$ cat src/shared/hmc_pkg.sv
package hmc_pkg;

  // ----------------------------------------------------------------
  // register offsets
  // ----------------------------------------------------------------
  localparam logic [7:0] OFS_CFG    = 8'h00;
  localparam logic [7:0] OFS_STAT1  = 8'h01;
  localparam logic [7:0] OFS_STAT2  = 8'h02;
  localparam logic [7:0] OFS_MASK1  = 8'h03;
  localparam logic [7:0] OFS_MASK2  = 8'h04;
  localparam logic [7:0] OFS_FAN    = 8'h05;
  localparam logic [7:0] OFS_OSCFG  = 8'h06;
  localparam logic [7:0] OFS_RAM_LO = 8'h20;
  localparam logic [7:0] OFS_RAM_HI = 8'h3f;
  localparam int         RAM_WORDS  = 32;

  // ----------------------------------------------------------------
  // reset values
  // ----------------------------------------------------------------
  localparam logic [7:0] RST_CFG   = 8'h08;
  localparam logic [7:0] RST_STAT1 = 8'h00;
  localparam logic [7:0] RST_STAT2 = 8'h00;
  localparam logic [7:0] RST_MASK1 = 8'h00;
  localparam logic [7:0] RST_MASK2 = 8'h00;
  localparam logic [7:0] RST_FAN   = 8'h14;
  localparam logic [7:0] RST_OSCFG = 8'h01;
  localparam logic [7:0] RST_PTR   = 8'h00;

  // ----------------------------------------------------------------
  // field positions
  // ----------------------------------------------------------------
  localparam int CFG_START   = 0;
  localparam int CFG_IRQ_EN  = 1;
  localparam int CFG_IRQ_POL = 2;
  localparam int CFG_IRQ_CLR = 3;
  localparam int CFG_RST_REQ = 4;
  localparam int CFG_CI_CLR  = 5;
  localparam int CFG_GPO     = 6;
  localparam int CFG_INIT    = 7;
  localparam int FAN_OS_FN   = 6;
  localparam int FAN_RST_FN  = 7;
  localparam int STAT1_CHAIN = 7;
  localparam int STAT2_CI    = 4;
  localparam int STAT2_OS    = 5;

  // ----------------------------------------------------------------
  // timing
  // ----------------------------------------------------------------
  localparam int          PULSE_TIME_MS = 10;
  localparam int          CLK_FREQ_HZ   = 200_000_000;
  localparam int unsigned PULSE_CYCLES  = PULSE_TIME_MS * (CLK_FREQ_HZ / 1000);

  // bus address of this device, value is arbitrary
  localparam logic [6:0] BUS_ADDR_DEFAULT = 7'h2c;

  typedef enum logic [2:0] {
    BUS_IDLE    = 3'b000,
    BUS_ADDR    = 3'b001,
    BUS_ADDR_AK = 3'b010,
    BUS_WR      = 3'b011,
    BUS_WR_AK   = 3'b100,
    BUS_RD      = 3'b101,
    BUS_RD_AK   = 3'b110
  } hmc_bus_e;

endpackage

$ cat src/shared/hmc_pulse_if.sv
`timescale 1ns/1ps
interface hmc_pulse_if;
  logic req;
  logic busy;
  logic done;
  modport ctrl  (output req, input  busy, input  done);
  modport timer (input  req, output busy, output done);
endinterface

$ cat src/logic/hmc_regs.sv
`timescale 1ns/1ps
// What this block does
// - 8-bit pointer, cleared at reset
// - pointer decodes registers and value RAM
// - start bit runs monitoring, zero is standby
// - clearing start leaves interrupt pins asserted
// - enable bit gates interrupt pin
// - polarity bit picks drive style
// - suppress bit releases interrupt and reset/overtemp pins, keeps status
// - suppress bit halts monitoring until cleared
// - reset request drives 10 ms low pulse when pin function is reset
// - reset request bit clears after pulse
// - chassis clear pulses latch pin, self-clears
// - bit six sets general output level
// - init bit reloads defaults, reads zero
// - configuration resets to suppress only
// - status bits 0-6 flag limit crossings
// - status bit 7 zero on chained low
// - status read returns then clears
// - mask bit keeps its status flag off the interrupt pin
module hmc_regs #(
  parameter int unsigned PULSE_CYCLES = hmc_pkg::PULSE_CYCLES,
  parameter logic [6:0]  BUS_ADDR     = hmc_pkg::BUS_ADDR_DEFAULT
) (
  input  wire logic       core_clk,
  input  wire logic       rstn,
  input  wire logic       scl_in,
  input  wire logic       sda_in,
  output logic            sda_out,
  output logic            sda_oe,
  input  wire logic       int_in_n,
  input  wire logic       intrusion_latch_input,
  output logic            intrusion_out,
  output logic            intrusion_oe,
  output logic            irq_pin_out,
  output logic            irq_pin_oe,
  output logic            reset_or_overtemp_pin_out,
  output logic            reset_or_overtemp_pin_oe,
  output logic            general_output_pin,
  output logic            monitor_run,
  input  wire logic [6:0] limit_event,
  input  wire logic [3:0] status2_event,
  input  wire logic       overtemp_shutdown_signal
);

  // ----------------------------------------------------------------
  // input synchronisers
  // ----------------------------------------------------------------
  logic [3:0] sync_a;
  logic [3:0] sync_b;
  logic       scl_d;
  logic       sda_d;
  logic       scl_s;
  logic       sda_s;
  logic       int_in_s;
  logic       ci_s;

  always_ff @(posedge core_clk or negedge rstn) begin
    if (!rstn) begin
      sync_a <= 4'hf;
      sync_b <= 4'hf;
      scl_d  <= 1'b1;
      sda_d  <= 1'b1;
    end else begin
      sync_a <= {intrusion_latch_input, int_in_n, sda_in, scl_in};
      sync_b <= sync_a;
      scl_d  <= sync_b[0];
      sda_d  <= sync_b[1];
    end
  end

  assign scl_s    = sync_b[0];
  assign sda_s    = sync_b[1];
  assign int_in_s = sync_b[2];
  assign ci_s     = sync_b[3];

  logic scl_rise;
  logic scl_fall;
  logic start_det;
  logic stop_det;

  assign scl_rise  = scl_s && !scl_d;
  assign scl_fall  = !scl_s && scl_d;
  assign start_det = scl_s && scl_d && sda_d && !sda_s;
  assign stop_det  = scl_s && scl_d && !sda_d && sda_s;

  // ----------------------------------------------------------------
  // register storage
  // ----------------------------------------------------------------
  logic [7:0] pointer;
  logic [7:0] cfg;
  logic [7:0] stat1;
  logic [7:0] stat2;
  logic [7:0] mask1;
  logic [7:0] mask2;
  logic [7:0] fan;
  logic [7:0] oscfg;
  logic [7:0] value_ram [hmc_pkg::RAM_WORDS];
  logic [7:0] rd_mux;

  // ----------------------------------------------------------------
  // serial bus slave
  // ----------------------------------------------------------------
  hmc_pkg::hmc_bus_e bus_state;
  logic [7:0]        shreg;
  logic [2:0]        bit_cnt;
  logic              byte_full;
  logic              rd_dir;
  logic              first_byte;
  logic              master_nack;
  logic              sda_drive;
  logic              wr_ptr_stb;
  logic              wr_data_stb;
  logic              rd_stb;

  always_ff @(posedge core_clk or negedge rstn) begin
    if (!rstn) begin
      bus_state   <= hmc_pkg::BUS_IDLE;
      shreg       <= 8'h00;
      bit_cnt     <= 3'h0;
      byte_full   <= 1'b0;
      rd_dir      <= 1'b0;
      first_byte  <= 1'b0;
      master_nack <= 1'b0;
      sda_drive   <= 1'b0;
      wr_ptr_stb  <= 1'b0;
      wr_data_stb <= 1'b0;
      rd_stb      <= 1'b0;
    end else begin
      wr_ptr_stb  <= 1'b0;
      wr_data_stb <= 1'b0;
      rd_stb      <= 1'b0;
      if (start_det) begin
        bus_state  <= hmc_pkg::BUS_ADDR;
        bit_cnt    <= 3'h0;
        byte_full  <= 1'b0;
        first_byte <= 1'b1;
        sda_drive  <= 1'b0;
      end else if (stop_det) begin
        bus_state <= hmc_pkg::BUS_IDLE;
        sda_drive <= 1'b0;
      end else begin
        case (bus_state)
          hmc_pkg::BUS_ADDR, hmc_pkg::BUS_WR: begin
            if (scl_rise && !byte_full) begin
              shreg   <= {shreg[6:0], sda_s};
              bit_cnt <= bit_cnt + 3'h1;
              if (bit_cnt == 3'h7) begin
                byte_full <= 1'b1;
              end
            end else if (scl_fall && byte_full) begin
              byte_full <= 1'b0;
              if (bus_state == hmc_pkg::BUS_ADDR) begin
                if (shreg[7:1] == BUS_ADDR) begin
                  sda_drive <= 1'b1;
                  rd_dir    <= shreg[0];
                  bus_state <= hmc_pkg::BUS_ADDR_AK;
                end else begin
                  bus_state <= hmc_pkg::BUS_IDLE;
                end
              end else begin
                sda_drive  <= 1'b1;
                bus_state  <= hmc_pkg::BUS_WR_AK;
                first_byte <= 1'b0;
                if (first_byte) begin
                  wr_ptr_stb <= 1'b1;
                end else begin
                  wr_data_stb <= 1'b1;
                end
              end
            end
          end
          hmc_pkg::BUS_ADDR_AK, hmc_pkg::BUS_WR_AK: begin
            if (scl_fall) begin
              bit_cnt <= 3'h0;
              if (bus_state == hmc_pkg::BUS_ADDR_AK && rd_dir) begin
                // read side effect fires as the byte is loaded
                shreg     <= rd_mux;
                sda_drive <= !rd_mux[7];
                rd_stb    <= 1'b1;
                bus_state <= hmc_pkg::BUS_RD;
              end else begin
                sda_drive <= 1'b0;
                bus_state <= hmc_pkg::BUS_WR;
              end
            end
          end
          hmc_pkg::BUS_RD: begin
            if (scl_fall) begin
              if (bit_cnt == 3'h7) begin
                sda_drive <= 1'b0;
                bus_state <= hmc_pkg::BUS_RD_AK;
              end else begin
                shreg     <= {shreg[6:0], 1'b0};
                sda_drive <= !shreg[6];
                bit_cnt   <= bit_cnt + 3'h1;
              end
            end
          end
          hmc_pkg::BUS_RD_AK: begin
            if (scl_rise) begin
              master_nack <= sda_s;
            end else if (scl_fall) begin
              bit_cnt <= 3'h0;
              if (master_nack) begin
                bus_state <= hmc_pkg::BUS_IDLE;
              end else begin
                shreg     <= rd_mux;
                sda_drive <= !rd_mux[7];
                rd_stb    <= 1'b1;
                bus_state <= hmc_pkg::BUS_RD;
              end
            end
          end
          default: begin
            sda_drive <= 1'b0;
          end
        endcase
      end
    end
  end

  // open drain: only ever pulls low
  assign sda_out = 1'b0;
  assign sda_oe  = sda_drive;

  // ----------------------------------------------------------------
  // decode
  // ----------------------------------------------------------------
  logic wr_cfg;
  logic wr_mask1;
  logic wr_mask2;
  logic wr_fan;
  logic wr_oscfg;
  logic wr_ram;
  logic rd_stat1;
  logic rd_stat2;
  logic in_ram;
  logic init_req;

  assign in_ram   = (pointer >= hmc_pkg::OFS_RAM_LO) && (pointer <= hmc_pkg::OFS_RAM_HI);
  assign wr_cfg   = wr_data_stb && (pointer == hmc_pkg::OFS_CFG);
  assign wr_mask1 = wr_data_stb && (pointer == hmc_pkg::OFS_MASK1);
  assign wr_mask2 = wr_data_stb && (pointer == hmc_pkg::OFS_MASK2);
  assign wr_fan   = wr_data_stb && (pointer == hmc_pkg::OFS_FAN);
  assign wr_oscfg = wr_data_stb && (pointer == hmc_pkg::OFS_OSCFG);
  assign wr_ram   = wr_data_stb && in_ram;
  assign rd_stat1 = rd_stb && (pointer == hmc_pkg::OFS_STAT1);
  assign rd_stat2 = rd_stb && (pointer == hmc_pkg::OFS_STAT2);
  assign init_req = wr_cfg && shreg[hmc_pkg::CFG_INIT];

  always_comb begin
    rd_mux = 8'h00;
    case (pointer)
      hmc_pkg::OFS_CFG:   rd_mux = cfg;
      hmc_pkg::OFS_STAT1: rd_mux = stat1;
      hmc_pkg::OFS_STAT2: rd_mux = stat2;
      hmc_pkg::OFS_MASK1: rd_mux = mask1;
      hmc_pkg::OFS_MASK2: rd_mux = mask2;
      hmc_pkg::OFS_FAN:   rd_mux = fan;
      hmc_pkg::OFS_OSCFG: rd_mux = oscfg;
      default: begin
        if (in_ram) begin
          rd_mux = value_ram[pointer[4:0]];
        end
      end
    endcase
  end

  always_ff @(posedge core_clk or negedge rstn) begin
    if (!rstn) begin
      pointer <= hmc_pkg::RST_PTR;
    end else if (wr_ptr_stb) begin
      pointer <= shreg;
    end
  end

  // ----------------------------------------------------------------
  // pulse timers
  // ----------------------------------------------------------------
  hmc_pulse_if rst_pls ();
  hmc_pulse_if ci_pls ();

  logic rst_fn_sel;
  logic os_fn_sel;

  assign rst_fn_sel  = fan[hmc_pkg::FAN_RST_FN] && !fan[hmc_pkg::FAN_OS_FN];
  assign os_fn_sel   = fan[hmc_pkg::FAN_OS_FN] && !fan[hmc_pkg::FAN_RST_FN];
  assign rst_pls.req = cfg[hmc_pkg::CFG_RST_REQ] && rst_fn_sel;
  assign ci_pls.req  = cfg[hmc_pkg::CFG_CI_CLR];

  hmc_pulse_timer #(.CYCLES(PULSE_CYCLES)) u_rst_timer (
    .core_clk (core_clk),
    .rstn     (rstn),
    .pls      (rst_pls)
  );

  hmc_pulse_timer #(.CYCLES(PULSE_CYCLES)) u_ci_timer (
    .core_clk (core_clk),
    .rstn     (rstn),
    .pls      (ci_pls)
  );

  // ----------------------------------------------------------------
  // configuration
  // ----------------------------------------------------------------
  logic [7:0] next_cfg;
  logic       rst_end;

  // without the reset function there is no pulse to wait for
  assign rst_end = rst_pls.done || (cfg[hmc_pkg::CFG_RST_REQ] && !rst_fn_sel);

  always_comb begin
    next_cfg = cfg;
    if (wr_cfg) begin
      next_cfg = shreg;
      next_cfg[hmc_pkg::CFG_INIT]    = 1'b0;
      next_cfg[hmc_pkg::CFG_RST_REQ] = shreg[hmc_pkg::CFG_RST_REQ] || cfg[hmc_pkg::CFG_RST_REQ];
      next_cfg[hmc_pkg::CFG_CI_CLR]  = shreg[hmc_pkg::CFG_CI_CLR] || cfg[hmc_pkg::CFG_CI_CLR];
    end
    // a fresh request in the completion cycle wins over the self-clear
    if (rst_end && !(wr_cfg && shreg[hmc_pkg::CFG_RST_REQ])) begin
      next_cfg[hmc_pkg::CFG_RST_REQ] = 1'b0;
    end
    if (ci_pls.done && !(wr_cfg && shreg[hmc_pkg::CFG_CI_CLR])) begin
      next_cfg[hmc_pkg::CFG_CI_CLR] = 1'b0;
    end
    if (init_req) begin
      next_cfg = hmc_pkg::RST_CFG;
    end
  end

  always_ff @(posedge core_clk or negedge rstn) begin
    if (!rstn) begin
      cfg <= hmc_pkg::RST_CFG;
    end else begin
      cfg <= next_cfg;
    end
  end

  // ----------------------------------------------------------------
  // masks and pin function
  // ----------------------------------------------------------------
  always_ff @(posedge core_clk or negedge rstn) begin
    if (!rstn) begin
      mask1 <= hmc_pkg::RST_MASK1;
      mask2 <= hmc_pkg::RST_MASK2;
      fan   <= hmc_pkg::RST_FAN;
      oscfg <= hmc_pkg::RST_OSCFG;
    end else if (init_req) begin
      mask1 <= hmc_pkg::RST_MASK1;
      mask2 <= hmc_pkg::RST_MASK2;
      fan   <= hmc_pkg::RST_FAN;
      oscfg <= hmc_pkg::RST_OSCFG;
    end else begin
      if (wr_mask1) mask1 <= shreg;
      if (wr_mask2) mask2 <= shreg;
      if (wr_fan) fan <= shreg;
      if (wr_oscfg) oscfg <= shreg;
    end
  end

  // value ram has no reset, limits are the host's to load
  always_ff @(posedge core_clk) begin
    if (wr_ram) begin
      value_ram[pointer[4:0]] <= shreg;
    end
  end

  // ----------------------------------------------------------------
  // status flags
  // ----------------------------------------------------------------
  logic       mon_on;
  logic [7:0] next_stat1;
  logic [7:0] next_stat2;

  assign mon_on      = cfg[hmc_pkg::CFG_START] && !cfg[hmc_pkg::CFG_IRQ_CLR];
  assign monitor_run = mon_on;

  // set beats the read clear; shreg still holds the byte handed out,
  // so a flag landing between load and clear is not lost
  always_comb begin
    next_stat1 = rd_stat1 ? (stat1 & ~shreg) : stat1;
    next_stat2 = rd_stat2 ? (stat2 & ~shreg) : stat2;
    if (mon_on) begin
      next_stat1[6:0] = next_stat1[6:0] | limit_event;
      next_stat1[hmc_pkg::STAT1_CHAIN] = int_in_s;
      next_stat2[3:0] = next_stat2[3:0] | status2_event;
      next_stat2[hmc_pkg::STAT2_CI] = next_stat2[hmc_pkg::STAT2_CI] | ci_s;
      next_stat2[hmc_pkg::STAT2_OS] = next_stat2[hmc_pkg::STAT2_OS] | overtemp_shutdown_signal;
    end
    next_stat2[7:6] = 2'b00;
    if (init_req) begin
      next_stat1 = hmc_pkg::RST_STAT1;
      next_stat2 = hmc_pkg::RST_STAT2;
    end
  end

  always_ff @(posedge core_clk or negedge rstn) begin
    if (!rstn) begin
      stat1 <= hmc_pkg::RST_STAT1;
      stat2 <= hmc_pkg::RST_STAT2;
    end else begin
      stat1 <= next_stat1;
      stat2 <= next_stat2;
    end
  end

  // ----------------------------------------------------------------
  // output pins
  // ----------------------------------------------------------------
  logic [13:0] irq_src;
  logic        irq_active;
  logic        rst_os_low;

  // chained input taken live so a cleared flag cannot raise it
  assign irq_src = {~int_in_s & ~mask1[7], stat1[6:0] & ~mask1[6:0], stat2[5:0] & ~mask2[5:0]};
  // start is not a term: standby keeps a pending pin asserted
  assign irq_active = cfg[hmc_pkg::CFG_IRQ_EN] && !cfg[hmc_pkg::CFG_IRQ_CLR] && (|irq_src);
  assign rst_os_low = !cfg[hmc_pkg::CFG_IRQ_CLR]
                      && ((rst_fn_sel && rst_pls.busy) || (os_fn_sel && overtemp_shutdown_signal));

  always_ff @(posedge core_clk or negedge rstn) begin
    if (!rstn) begin
      irq_pin_out              <= 1'b0;
      irq_pin_oe               <= 1'b0;
      reset_or_overtemp_pin_oe <= 1'b0;
      intrusion_oe             <= 1'b0;
      general_output_pin       <= 1'b0;
    end else begin
      irq_pin_out              <= cfg[hmc_pkg::CFG_IRQ_POL];
      irq_pin_oe               <= irq_active;
      reset_or_overtemp_pin_oe <= rst_os_low;
      intrusion_oe             <= ci_pls.busy;
      general_output_pin       <= cfg[hmc_pkg::CFG_GPO];
    end
  end

  assign reset_or_overtemp_pin_out = 1'b0;
  assign intrusion_out             = 1'b0;

endmodule

$ cat src/logic/hmc_pulse_timer.sv
`timescale 1ns/1ps
module hmc_pulse_timer #(
  parameter int unsigned CYCLES = hmc_pkg::PULSE_CYCLES
) (
  input wire logic   core_clk,
  input wire logic   rstn,
  hmc_pulse_if.timer pls
);

  logic [31:0] count;

  // ----------------------------------------------------------------
  // pulse counter
  // ----------------------------------------------------------------
  // dropping req aborts without done, so a soft init stops the pulse
  always_ff @(posedge core_clk or negedge rstn) begin
    if (!rstn) begin
      pls.busy <= 1'b0;
      pls.done <= 1'b0;
      count    <= 32'h0000_0000;
    end else begin
      pls.done <= 1'b0;
      if (pls.busy) begin
        if (!pls.req) begin
          pls.busy <= 1'b0;
        end else if (count == 32'h0000_0000) begin
          pls.busy <= 1'b0;
          pls.done <= 1'b1;
        end else begin
          count <= count - 32'h0000_0001;
        end
      end else if (pls.req && !pls.done) begin
        // done guard: req is still high in the cycle done shows
        pls.busy <= 1'b1;
        count    <= CYCLES - 32'h0000_0001;
      end
    end
  end

endmodule

$ cat config.mk
export PLATFORM = sky130hd
export DESIGN_NAME = hmc_regs
export DESIGN_NICKNAME = d
export VERILOG_FILES = /design/src/shared/hmc_pkg.sv /design/src/shared/hmc_pulse_if.sv /design/src/logic/hmc_regs.sv /design/src/logic/hmc_pulse_timer.sv
export SDC_FILE = /design/constraint.sdc
export NUM_CORES = 1
export LEC_CHECK = 0
export BUFFER_PORTS_ARGS = -buffer_cell sky130_fd_sc_hd__buf_2
export CORE_MARGIN = 4
export CORE_UTILIZATION = 40
export CTS_BUF_LIST = sky130_fd_sc_hd__clkbuf_4 sky130_fd_sc_hd__clkbuf_8 sky130_fd_sc_hd__clkbuf_16
export DETAILED_ROUTE_END_ITERATION = 12
export GPL_ROUTABILITY_DRIVEN = 0
export PLACE_DENSITY_LB_ADDON = 0.25
export SETUP_SLACK_MARGIN = 0.5
export SYNTH_ARGS = -nofsm -noshare
export SYNTH_HDL_FRONTEND = slang
export SYNTH_SLANG_ARGS = --single-unit
$ cat constraint.sdc
create_clock -name core_clk -period 7.85 [get_ports core_clk]
set_input_delay 0.3925 -clock core_clk [delete_from_list [all_inputs] [get_ports core_clk]]
set_output_delay 0.3925 -clock core_clk [all_outputs]
set_load 0.01 [all_outputs]
### After elaboration in Yosys (flattened, before gate mapping)

Memories as Yosys holds them, arrays and structs flattened.
Index checks and enable logic that the tools add are counted.

* flip-flop bits (word level): 167
* RAM bits: 256
* input port bits: 18
* memories kept: 1

* add/sub/neg operators: 3
* $lt $le $gt $ge: 2
* equality and inequality tests: 43
* muxes and demuxes: 123
* bitwise logic cells: 17
* reduce and logical (&&, ||, !) cells: 87

Memories
* value_ram: words 32, bits a word 8, read ports 1, clocked after memory_dff 0, wr ports 1, line hmc_regs.sv:98 `logic [7:0] value_ram [hmc_pkg::RAM_WORDS];`

Operators by type and width (number)
* 32-bit 2-to-1 mux: 8
* 8-bit 2-to-1 mux: 22
* 32-bit logical NOT: 2
* 1-bit 2-to-1 mux: 64
* 32-bit by 1-bit subtractor with 32-bit output (second input constant): 2
* 3-bit 2-to-1 mux: 19
* 8-bit case mux with 7 select lines: 1
* 1-bit logical AND: 36
* 4-bit != test (second input constant): 8
* 8-bit case mux with 4 select lines: 1
* 2-bit != test (second input constant): 14
* 8-bit by 3-bit equality test with 1-bit output (second input constant): 3
* 3-bit case mux with 4 select lines: 2
* 6-bit 2-to-1 mux: 3
* 2-bit nonzero test: 9
* 8-bit by 2-bit equality test with 1-bit output (second input constant): 2
* 8-bit AND reduction: 2
* 1-bit logical NOT: 15
* 14-bit OR reduction: 1
* 6-bit bitwise AND: 2
* 3-bit equality test (second input constant): 4
* 3-bit != test (second input constant): 4
* 3-bit nonzero test: 4
* 11-bit AND reduction: 1
* other kinds (34): 46

### Logic depth before layout (Yosys ltp)

Gate-level depths: netlist of run 1.

* depth in word-level cells: 11
* depth in mapped cells: 11
* mapped depth without buffers: 8

### Cells and area by module

A second synthesis of run 1 with hierarchy kept.

* cells, all modules: 1432
* area total of the unflattened synthesis: 19068.3 um2

By module, submodules not included
* hmc_regs: instances 1, cells each 1010, area an instance 15046.9 um2, sequential area each 10157.2 um2
* hmc_pulse_timer: instances 2, cells each 211, area an instance 2010.7 um2, sequential area each 850.8 um2

### Least setup slack after synthesis of run 1

No wires, ideal clock.

* path kind: register to register
* start point: reg pointer[1]
* end point: mem value_ram[11][0] (enable)
* setup time: 0.370 ns
* arrival time: 2.196 ns
* data required time: 7.480 ns
* setup slack: 5.284 ns
* stages on the path, launching flop included: 8
* path buffers: 5
* clock period less this slack: 2.566 ns
* cell sequence: dfrtp_1 -> buf_2 -> buf_2 -> buf_2 -> buf_2 -> buf_2 -> nand4_1 -> nor2_1

* cells in the longest elaborated chain, start to end: 5
* elaborated cells between the ends (all ways): 6

RTL lines
* from (decl): line hmc_regs.sv:90 `logic [7:0] pointer;`
* from (signal assigned): line hmc_regs.sv:272 `pointer <= hmc_pkg::RST_PTR;`
* from (signal assigned): line hmc_regs.sv:274 `pointer <= shreg;`
* 8-bit by 6-bit greater-or-equal comparator with 1-bit output / 8-bit by 6-bit <= comparator with 1-bit output (equally long branches): line hmc_regs.sv:241 `assign in_ram = (pointer >= hmc_pkg::OFS_RAM_LO) && (pointer <= hmc_pkg::OFS_RAM_HI);`
* 1-bit logical AND: line hmc_regs.sv:241
* 1-bit logical AND: line hmc_regs.sv:247 `assign wr_ram = wr_data_stb && in_ram;`
* 1-bit 2-to-1 mux: line hmc_regs.sv:365 `if (wr_ram) begin`
* 1-bit 2-to-1 mux (not written as such): line hmc_regs.sv:366 `value_ram[pointer[4:0]] <= shreg;`
* to (decl): line hmc_regs.sv:98

Parallel ways exist; a longest one is shown, timed or not.

### Worst setup path in the final report of run 1

* start point: reg pointer[4]
* end point: reg stat1[2]

* cells in the longest elaborated chain, start to end: 6
* elaborated cells between the ends (all ways): 9

RTL lines
* 8-bit by 1-bit equality test with 1-bit output: line hmc_regs.sv:248 `assign rd_stat1 = rd_stb && (pointer == hmc_pkg::OFS_STAT1);`
* 1-bit logical AND: line hmc_regs.sv:248
* 8-bit 2-to-1 mux: line hmc_regs.sv:383 `next_stat1 = rd_stat1 ? (stat1 & ~shreg) : stat1;`
* 7-bit OR: line hmc_regs.sv:386 `next_stat1[6:0] = next_stat1[6:0] | limit_event;`
* 8-bit 2-to-1 mux: line hmc_regs.sv:385 `if (mon_on) begin`
* 8-bit 2-to-1 mux (*): line hmc_regs.sv:393 `if (init_req) begin`
* net next_stat1[2]: line hmc_regs.sv:374 `logic [7:0] next_stat1;`
* to (signal assigned): line hmc_regs.sv:401 `stat1 <= hmc_pkg::RST_STAT1;`
* to (signal assigned): line hmc_regs.sv:404 `stat1 <= next_stat1;`
* to (decl): line hmc_regs.sv:92 `logic [7:0] stat1;`

The timed path passes the listed nets; every way through them passes the cells marked *. The select of a mux whose other input is x is not followed.
A chain may end at the register's enable or synchronous reset.

==> results of run 1 <==
placed cells by master (no fill, tap or decap), types with 40 or more instances in the layout:
| cell type | synthesis | final |
|---|---|---|
| nor2_1 | 142 | 141 |
| clkbuf_16 | 0 | 44 |
| o21ai_0 | 40 | 40 |
| mux2i_1 | 53 | 53 |
| edfxtp_1 | 256 | 256 |
| mux4_2 | 70 | 70 |
| a21oi_1 | 40 | 40 |
| nand2_1 | 101 | 101 |
| dfrtp_1 | 152 | 149 |
| nand3_1 | 40 | 40 |
worst paths after layout:
kind | to | slack [ps] | depth (start not counted)
worst max-delay path | stat1[2] | 4190 | 5
worst min-delay path | u_ci_timer.count[20] | -20 | 1
worst max register to register | stat1[2] | 4190 | 5
worst min register to register | sync_b[2] | 360 | 0
max in group asynchronous | mask1[2] | 6470 | 2
min in group core_clk | stat1[1] | 100 | 3
area by class of cell:
| type | count | area [sq um] |
|---|---|---|
| Tap cell | 600 | 750.7 |
| Inverter | 35 | 131.4 |
| Clock buffer | 54 | 1176 |
| Sequential cell | 422 | 11870 |
| Fill cell | 4044 | 24950 |
| Clock inverter | 24 | 207.7 |
| Timing Repair Buffer | 45 | 294.0 |
| Multi-Input combinational cell | 810 | 6197 |
power breakdown:
group / switching, W / internal (W) / total, W
logic: 0.000589 / 0.000292 / 0.000881
registers: 0.000108 / 0.00256 / 0.00267
clock network: 0.000849 / 0.00116 / 0.00201
total: 0.00155 / 0.00402 / 0.00556
logic make-up (layout without fill, tap and decap cells):
family	count (synthesis)	in the layout	synth area share
AOI/OAI and AO/OA	198	198	0.07206
xor gates and xnor gates	46	46	0.02177
adders and majority gates	4	4	0.002704
buffers and inverters	110	158	0.02535
DFF	422	422	0.6407
muxes	137	137	0.1223
other	1	3	0.0002026
and+or+nand+nor	422	422	0.1149
per-layer routing:
metal | share of wire | wire length (um) | vias up | track usage
met2 | 0.46 | 19240 | 292 | 0.2585
met4 | 0.023 | 974 | 0 | 0.04136
li1 | - | - | 5096 | -
met3 | 0.055 | 2322 | 69 | 0.03250
met1 | 0.47 | 19660 | 5648 | 0.2504
met5 | 0 | 0 | - | 0
critical path, stage by stage, from the launching register on:
cell and delay, ps:
dfrtp_1 580, nor4_2 740, and2_1 580, nand3_1 490, nor2_4 930, nor2_1 140
metrics by stage:
| stage | cells | power, W | util | area, sq um |
|---|---|---|---|---|
| 5_1_grt | 1990 | 0.005825 | 0.4525 | 20620 |
| 3_3_place_gp | 1908 | 0.003585 | 0.4213 | 19200 |
| 2_1_floorplan | 1342 | 0.003276 | - | 18520 |
| 6_report | 1990 | 0.005564 | 0.4525 | 20620 |
| 3_5_place_dp | 1908 | 0.003594 | 0.4213 | 19200 |
| 4_1_cts | 1990 | 0.005624 | 0.4525 | 20620 |
==> results.json, run 1 <==
{
  "synth_top_cell_by_area": "edfxtp_1",
  "p_leak_nw": 7.783,
  "clkSinkCount": 422,
  "tns_ps": 0,
  "io-pin-count": 28,
  "cts.clk_slew.worst_paths_ps": 60,
  "max_freq_mhz": 273.4,
  "netlist_top_cells_area": "edfxtp_1 (42%), dfrtp_1 (21%), mux4_2 (8.5%)",
  "syn-cell-area_sq_um": 18510,
  "vdd_drop_max_mv": 0.1951,
  "syn_area_per_cell_sq_um": 13.81,
  "tightestPinTransition_ps": 1026,
  "start_kind": "flip-flop",
  "chipWidth_um": 223.1,
  "crit_required_ps": 8230,
  "layout_min_cycle_time_ps": 3657,
  "grt_pass1_wl_mm": 66.86,
  "finClkSkew_ps": 16.81,
  "async_flop_share": 0.3934,
  "reg2reg_from": "pointer[4]",
  "startpoint": "pointer[4]",
  "drt_iter0_markers": 1002,
  "crit_path_end_kind": "flip-flop",
  "wl_per_cell_um": 21.21,
  "ys.flop_type": "edfxtp_1",
  "clockBufferDepth": 3,
  "syn-instance-count": 1340,
  "nNetsFinal": 1379,
  "grt_pass1_vias": 11200,
  "setup_slack_ps": 4193,
  "ctsHoldBuffers": 4,
  "clkLatencyLatePin_ps": 550,
  "violations": "negative hold slack",
  "vias": 11110,
  "postRouteAntennaNets": 0,
  "cts_htree_levels": 2,
  "io_buffers": 24,
  "drc": 0,
  "drv_cap": 0,
  "antennaDiodeCount": 0,
  "seq_area_frac_synth": 0.6407,
  "drv_slew": 0,
  "initial_core_util": 0.4061,
  "synth_commonest_cells": "edfxtp_1 (256), dfrtp_1 (152), nor2_1 (142), nand2_1 (101), mux4_2 (70)",
  "slew_headroom": 0.3145,
  "grt_max_degree": 105,
  "yosys.cell_count.top_type": "edfxtp_1",
  "worstPathArrival_ps": 4030,
  "crit_type": "reg -> reg",
  "drt_first_pass_iters": 5,
  "die_area_sq_um": 49780,
  "cts-buffers-inserted": 43,
  "place_worst_setup_slack_ps": 4052,
  "area_growth_pct": 11.42,
  "finalSetupViolations": 0,
  "status": "finished with violations",
  "die_h_um": 223.1,
  "worstPathMaxFanout": 41,
  "row_count": 78,
  "largest_reg_flops": 256,
  "grtUsageTotal": 0.1687,
  "rsz0062_at_grt": "false",
  "hold_ws_ps": -17.54,
  "synth_seq_cells": 422,
  "cts_setup_buffers": 0,
  "min_path_type": "in -> async",
  "power.density_nw_per_um2": 269.8,
  "yosys_warnings": 0,
  "synth_cell_types": 85,
  "antenna_found_initial": 0,
  "root_buffer": "clkbuf_16",
  "layout-drive-gt1-share": 0.1784,
  "wirelength_mm": 42.20,
  "cts_resized": 0,
  "cts_tree": "done",
  "hpwl_mm": 25.53,
  "synth_edf_count": 256,
  "hold_viol_final": 9,
  "synth_top_area_frac": 0.4153,
  "globalRouteOverflowTotal": 0,
  "via_per_inst": 5.580,
  "period_share": 0.4659,
  "coreArea_sq_um": 45580
}
(Power assumes the default switching activity.)
==> inputs of run 2 (changes only) <==
Settings changed: ABC_AREA set to 1.
Clock period 7.85 ns to 3.59 ns, I/O delays scaled along.
==> run 2 against run 1 <==
Net effect: the flow now finishes without violations; cell area is 6.7% higher; flip-flop and latch count stayed put; global-route usage is 2.3 points higher; combinational power is 140% higher; synthesized cell count is 60% higher; routed wire length is 21% higher; fmax is 30% higher; critical path type unchanged; critical endpoint is now u_rst_timer.count[4]; highest routed layer unchanged.
==> results.json, run 2 <==
{
  "status": "finished, final reports clean",
  "synthMuxAreaShare": 0,
  "power.density_nw_per_um2": 582.0,
  "synthSimpleGateAreaFrac": 0.2589,
  "multi_input_area_sq_um": 6680,
  "clkSinkCount": 422,
  "coreArea_sq_um": 47950,
  "p_leak_nw": 9.656,
  "die_h_um": 228.6,
  "chipWidth_um": 228.6,
  "io-pin-count": 28,
  "cts_htree_levels": 2,
  "layout-drive-gt1-share": 0.08789,
  "r2r-end": "u_rst_timer.count[4]",
  "synth-compound-area-share": 0.06417,
  "max_freq_mhz": 355.5,
  "die_area_sq_um": 52240,
  "syn-cell-area_sq_um": 19460,
  "reg2reg_from": "u_rst_timer.count[0]",
  "synth_edf_count": 256,
  "wirelength_mm": 50.87,
  "via_per_inst": 5.183,
  "final_cell_mix": "nand2_1 (736), nor2_1 (275), edfxtp_1 (256)",
  "reg2reg_slack_ps": 780,
  "synth_cell_types": 49,
  "crit_chain": "inv_1 > ha_1 > nand2_1 > nor2_4 > nor3b_1 > nand4_1 > nand2_2 > clkinvlp_4 > o31ai_1 > o21ai_0",
  "vdd_drop_max_mv": 0.3409,
  "drc": 0,
  "fin_util": 0.4591,
  "synth_top_family_by_area": "simple AND/OR/NAND/NOR gates",
  "grt_pass1_vias": 14400,
  "drt_first_pass_iters": 6,
  "cts.clk_slew.worst_paths_ps": 60,
  "place_worst_setup_slack_ps": 729.8,
  "initial_core_util": 0.4059,
  "synth_xor_area_frac": 0.01665,
  "grtUsageTotal": 0.1918,
  "tightestPinTransition_ps": 991.8,
  "drt_iter0_markers": 1415,
  "crit_required_ps": 4030,
  "grt_max_degree": 75,
  "setup_slack_ps": 777.3,
  "worstPathArrival_ps": 3260,
  "finalSetupViolations": 0,
  "hold_viol_final": 0,
  "drv_cap": 0,
  "hp-start": "overtemp_shutdown_signal",
  "period_share": 0.7835,
  "start_kind": "flip-flop",
  "hold_ws_ps": 38.18,
  "cts-buffers-inserted": 46,
  "startpoint": "u_rst_timer.count[0]",
  "row_count": 80,
  "crit_type": "reg -> reg",
  "max_stage_delay_ps": 480,
  "crit_buf_inv": 2,
  "worstPathMaxFanout": 26,
  "nNetsFinal": 2216,
  "root_buffer": "clkbuf_16",
  "stdcell_area_sq_um": 22010,
  "drv_slew": 0,
  "slowest_stage": "clkinvlp_4",
  "area_growth_pct": 13.12,
  "antenna_found_initial": 0,
  "rsz0062_at_grt": "false",
  "antennaDiodeCount": 0,
  "io_buffers": 24,
  "ff_latch_area_sq_um": 11860,
  "dpl_cell_area_sq_um": 20300,
  "ys.flop_type": "edfxtp_1",
  "final_common_cell": "nand2_1",
  "yosys_warnings": 0,
  "hpwl_mm": 33.15,
  "async_flop_share": 0.3934,
  "clockBufferDepth": 3,
  "rr_worst_depth": 10,
  "synth_seq_cells": 422,
  "cts_tree": "done",
  "globalRouteOverflowTotal": 0,
  "layout_min_cycle_time_ps": 2813,
  "nFillCells": 4532,
  "whs_path_depth": 5,
  "seq_area_frac_synth": 0.6094,
  "clkLatencyLatePin_ps": 570,
  "tns_ps": 0,
  "netlist_top_cells_area": "edfxtp_1 (40%), dfrtp_1 (20%), nand2_1 (14%)",
  "syn_area_per_cell_sq_um": 9.085,
  "vias": 14750,
  "path_depth": 10,
  "synth_commonest_cells": "nand2_1 (736), nor2_1 (276), edfxtp_1 (256), dfrtp_1 (152), inv_1 (145)",
  "largest_reg_flops": 256,
  "synth_fa_ha_area_frac": 0.002572,
  "yosys.cell_count.top_type": "nand2_1",
  "slew_headroom": 0.3388,
  "finClkSkew_ps": 11.61,
  "min_path_type": "in -> reg",
  "postRouteAntennaNets": 0,
  "syn-instance-count": 2142,
  "cp_top_family": "simple AND/OR/NAND/NOR gates",
  "synth_top_area_frac": 0.3950,
  "grt_pass1_wl_mm": 80.54,
  "holdPathEnd": "stat2[5]",
  "wl_per_cell_um": 17.88,
  "crit_path_end_kind": "flip-flop",
  "synth_top_cell_by_area": "edfxtp_1"
}
[run 2: how the worst max path moves through the flow]
stage	endpoint	slack, ps
final	u_rst_timer.count[4]	780
after global placement	u_rst_timer.count[0]	840
after global routing	u_rst_timer.count[2]	500
after detailed placement	u_rst_timer.count[19]	730
after floorplan	value_ram[10][0]	1600
after CTS	u_rst_timer.count[15]	690
[run 2: final cells by class]
cell class | instances | share of cell area
inverters | 155 | 0.02671
repair inverters | 2 | 0.0006821
flip-flops and latches | 422 | 0.5388
clock buffers | 64 | 0.06059
repair buffers | 75 | 0.02552
clock inverters | 20 | 0.009321
multi-input cells | 1492 | 0.3035
well taps | 615 | 0.03496
[run 2: kinds of logic after synthesis]
| family | after synthesis |
|---|---|
| simple gates | 1226 |
| xor+xnor | 37 |
| buf+inv | 230 |
| other cells | 1 |
| flops | 422 |
| compound gates | 222 |
| fa+ha+maj | 4 |
[run 2: worst register-to-register path: cells and delay by family, from the launching register on]
| family | cells | cell delay [ps] |
|---|---|---|
| buf+inv | 2 | 600 |
| simple gates | 5 | 1170 |
| fa+ha+maj | 1 | 270 |
| compound gates | 2 | 280 |
| flops | 1 | 370 |
[run 2: power by group]
part | total (W) | internal, W | switching (W)
combinational | 0.00210 | 0.000504 | 0.00160
sequential | 0.00591 | 0.00573 | 0.000174
clock | 0.00480 | 0.00289 | 0.00192
[run 2: repair_timing]
item / 4_1_cts / 5_1_grt
setup buffers: 0 / 0
endpoints found under the hold margin: 73 / 0
hold buffers: 16 / 0
endpoints found under the setup margin: 0 / 21
gates resized for setup: 0 / 3
[run 2: per-stage QoR]
| step | cells | power [W] |
|---|---|---|
| floorplan | 2144 | 0.007187 |
| global placement | 2743 | 0.008042 |
| detailed placement | 2743 | 0.008076 |
| CTS | 2843 | 0.01291 |
| global route | 2845 | 0.01337 |
| finish | 2845 | 0.01281 |
[run 2: routing by layer]
metal  global-route usage  wire, um  up-vias
li1                     -         -     7165
met1               0.2793     23230     7001
met2               0.3035     23150      496
met3              0.02306      3275       85
met4              0.05645      1216        0
met5                    0         0        -
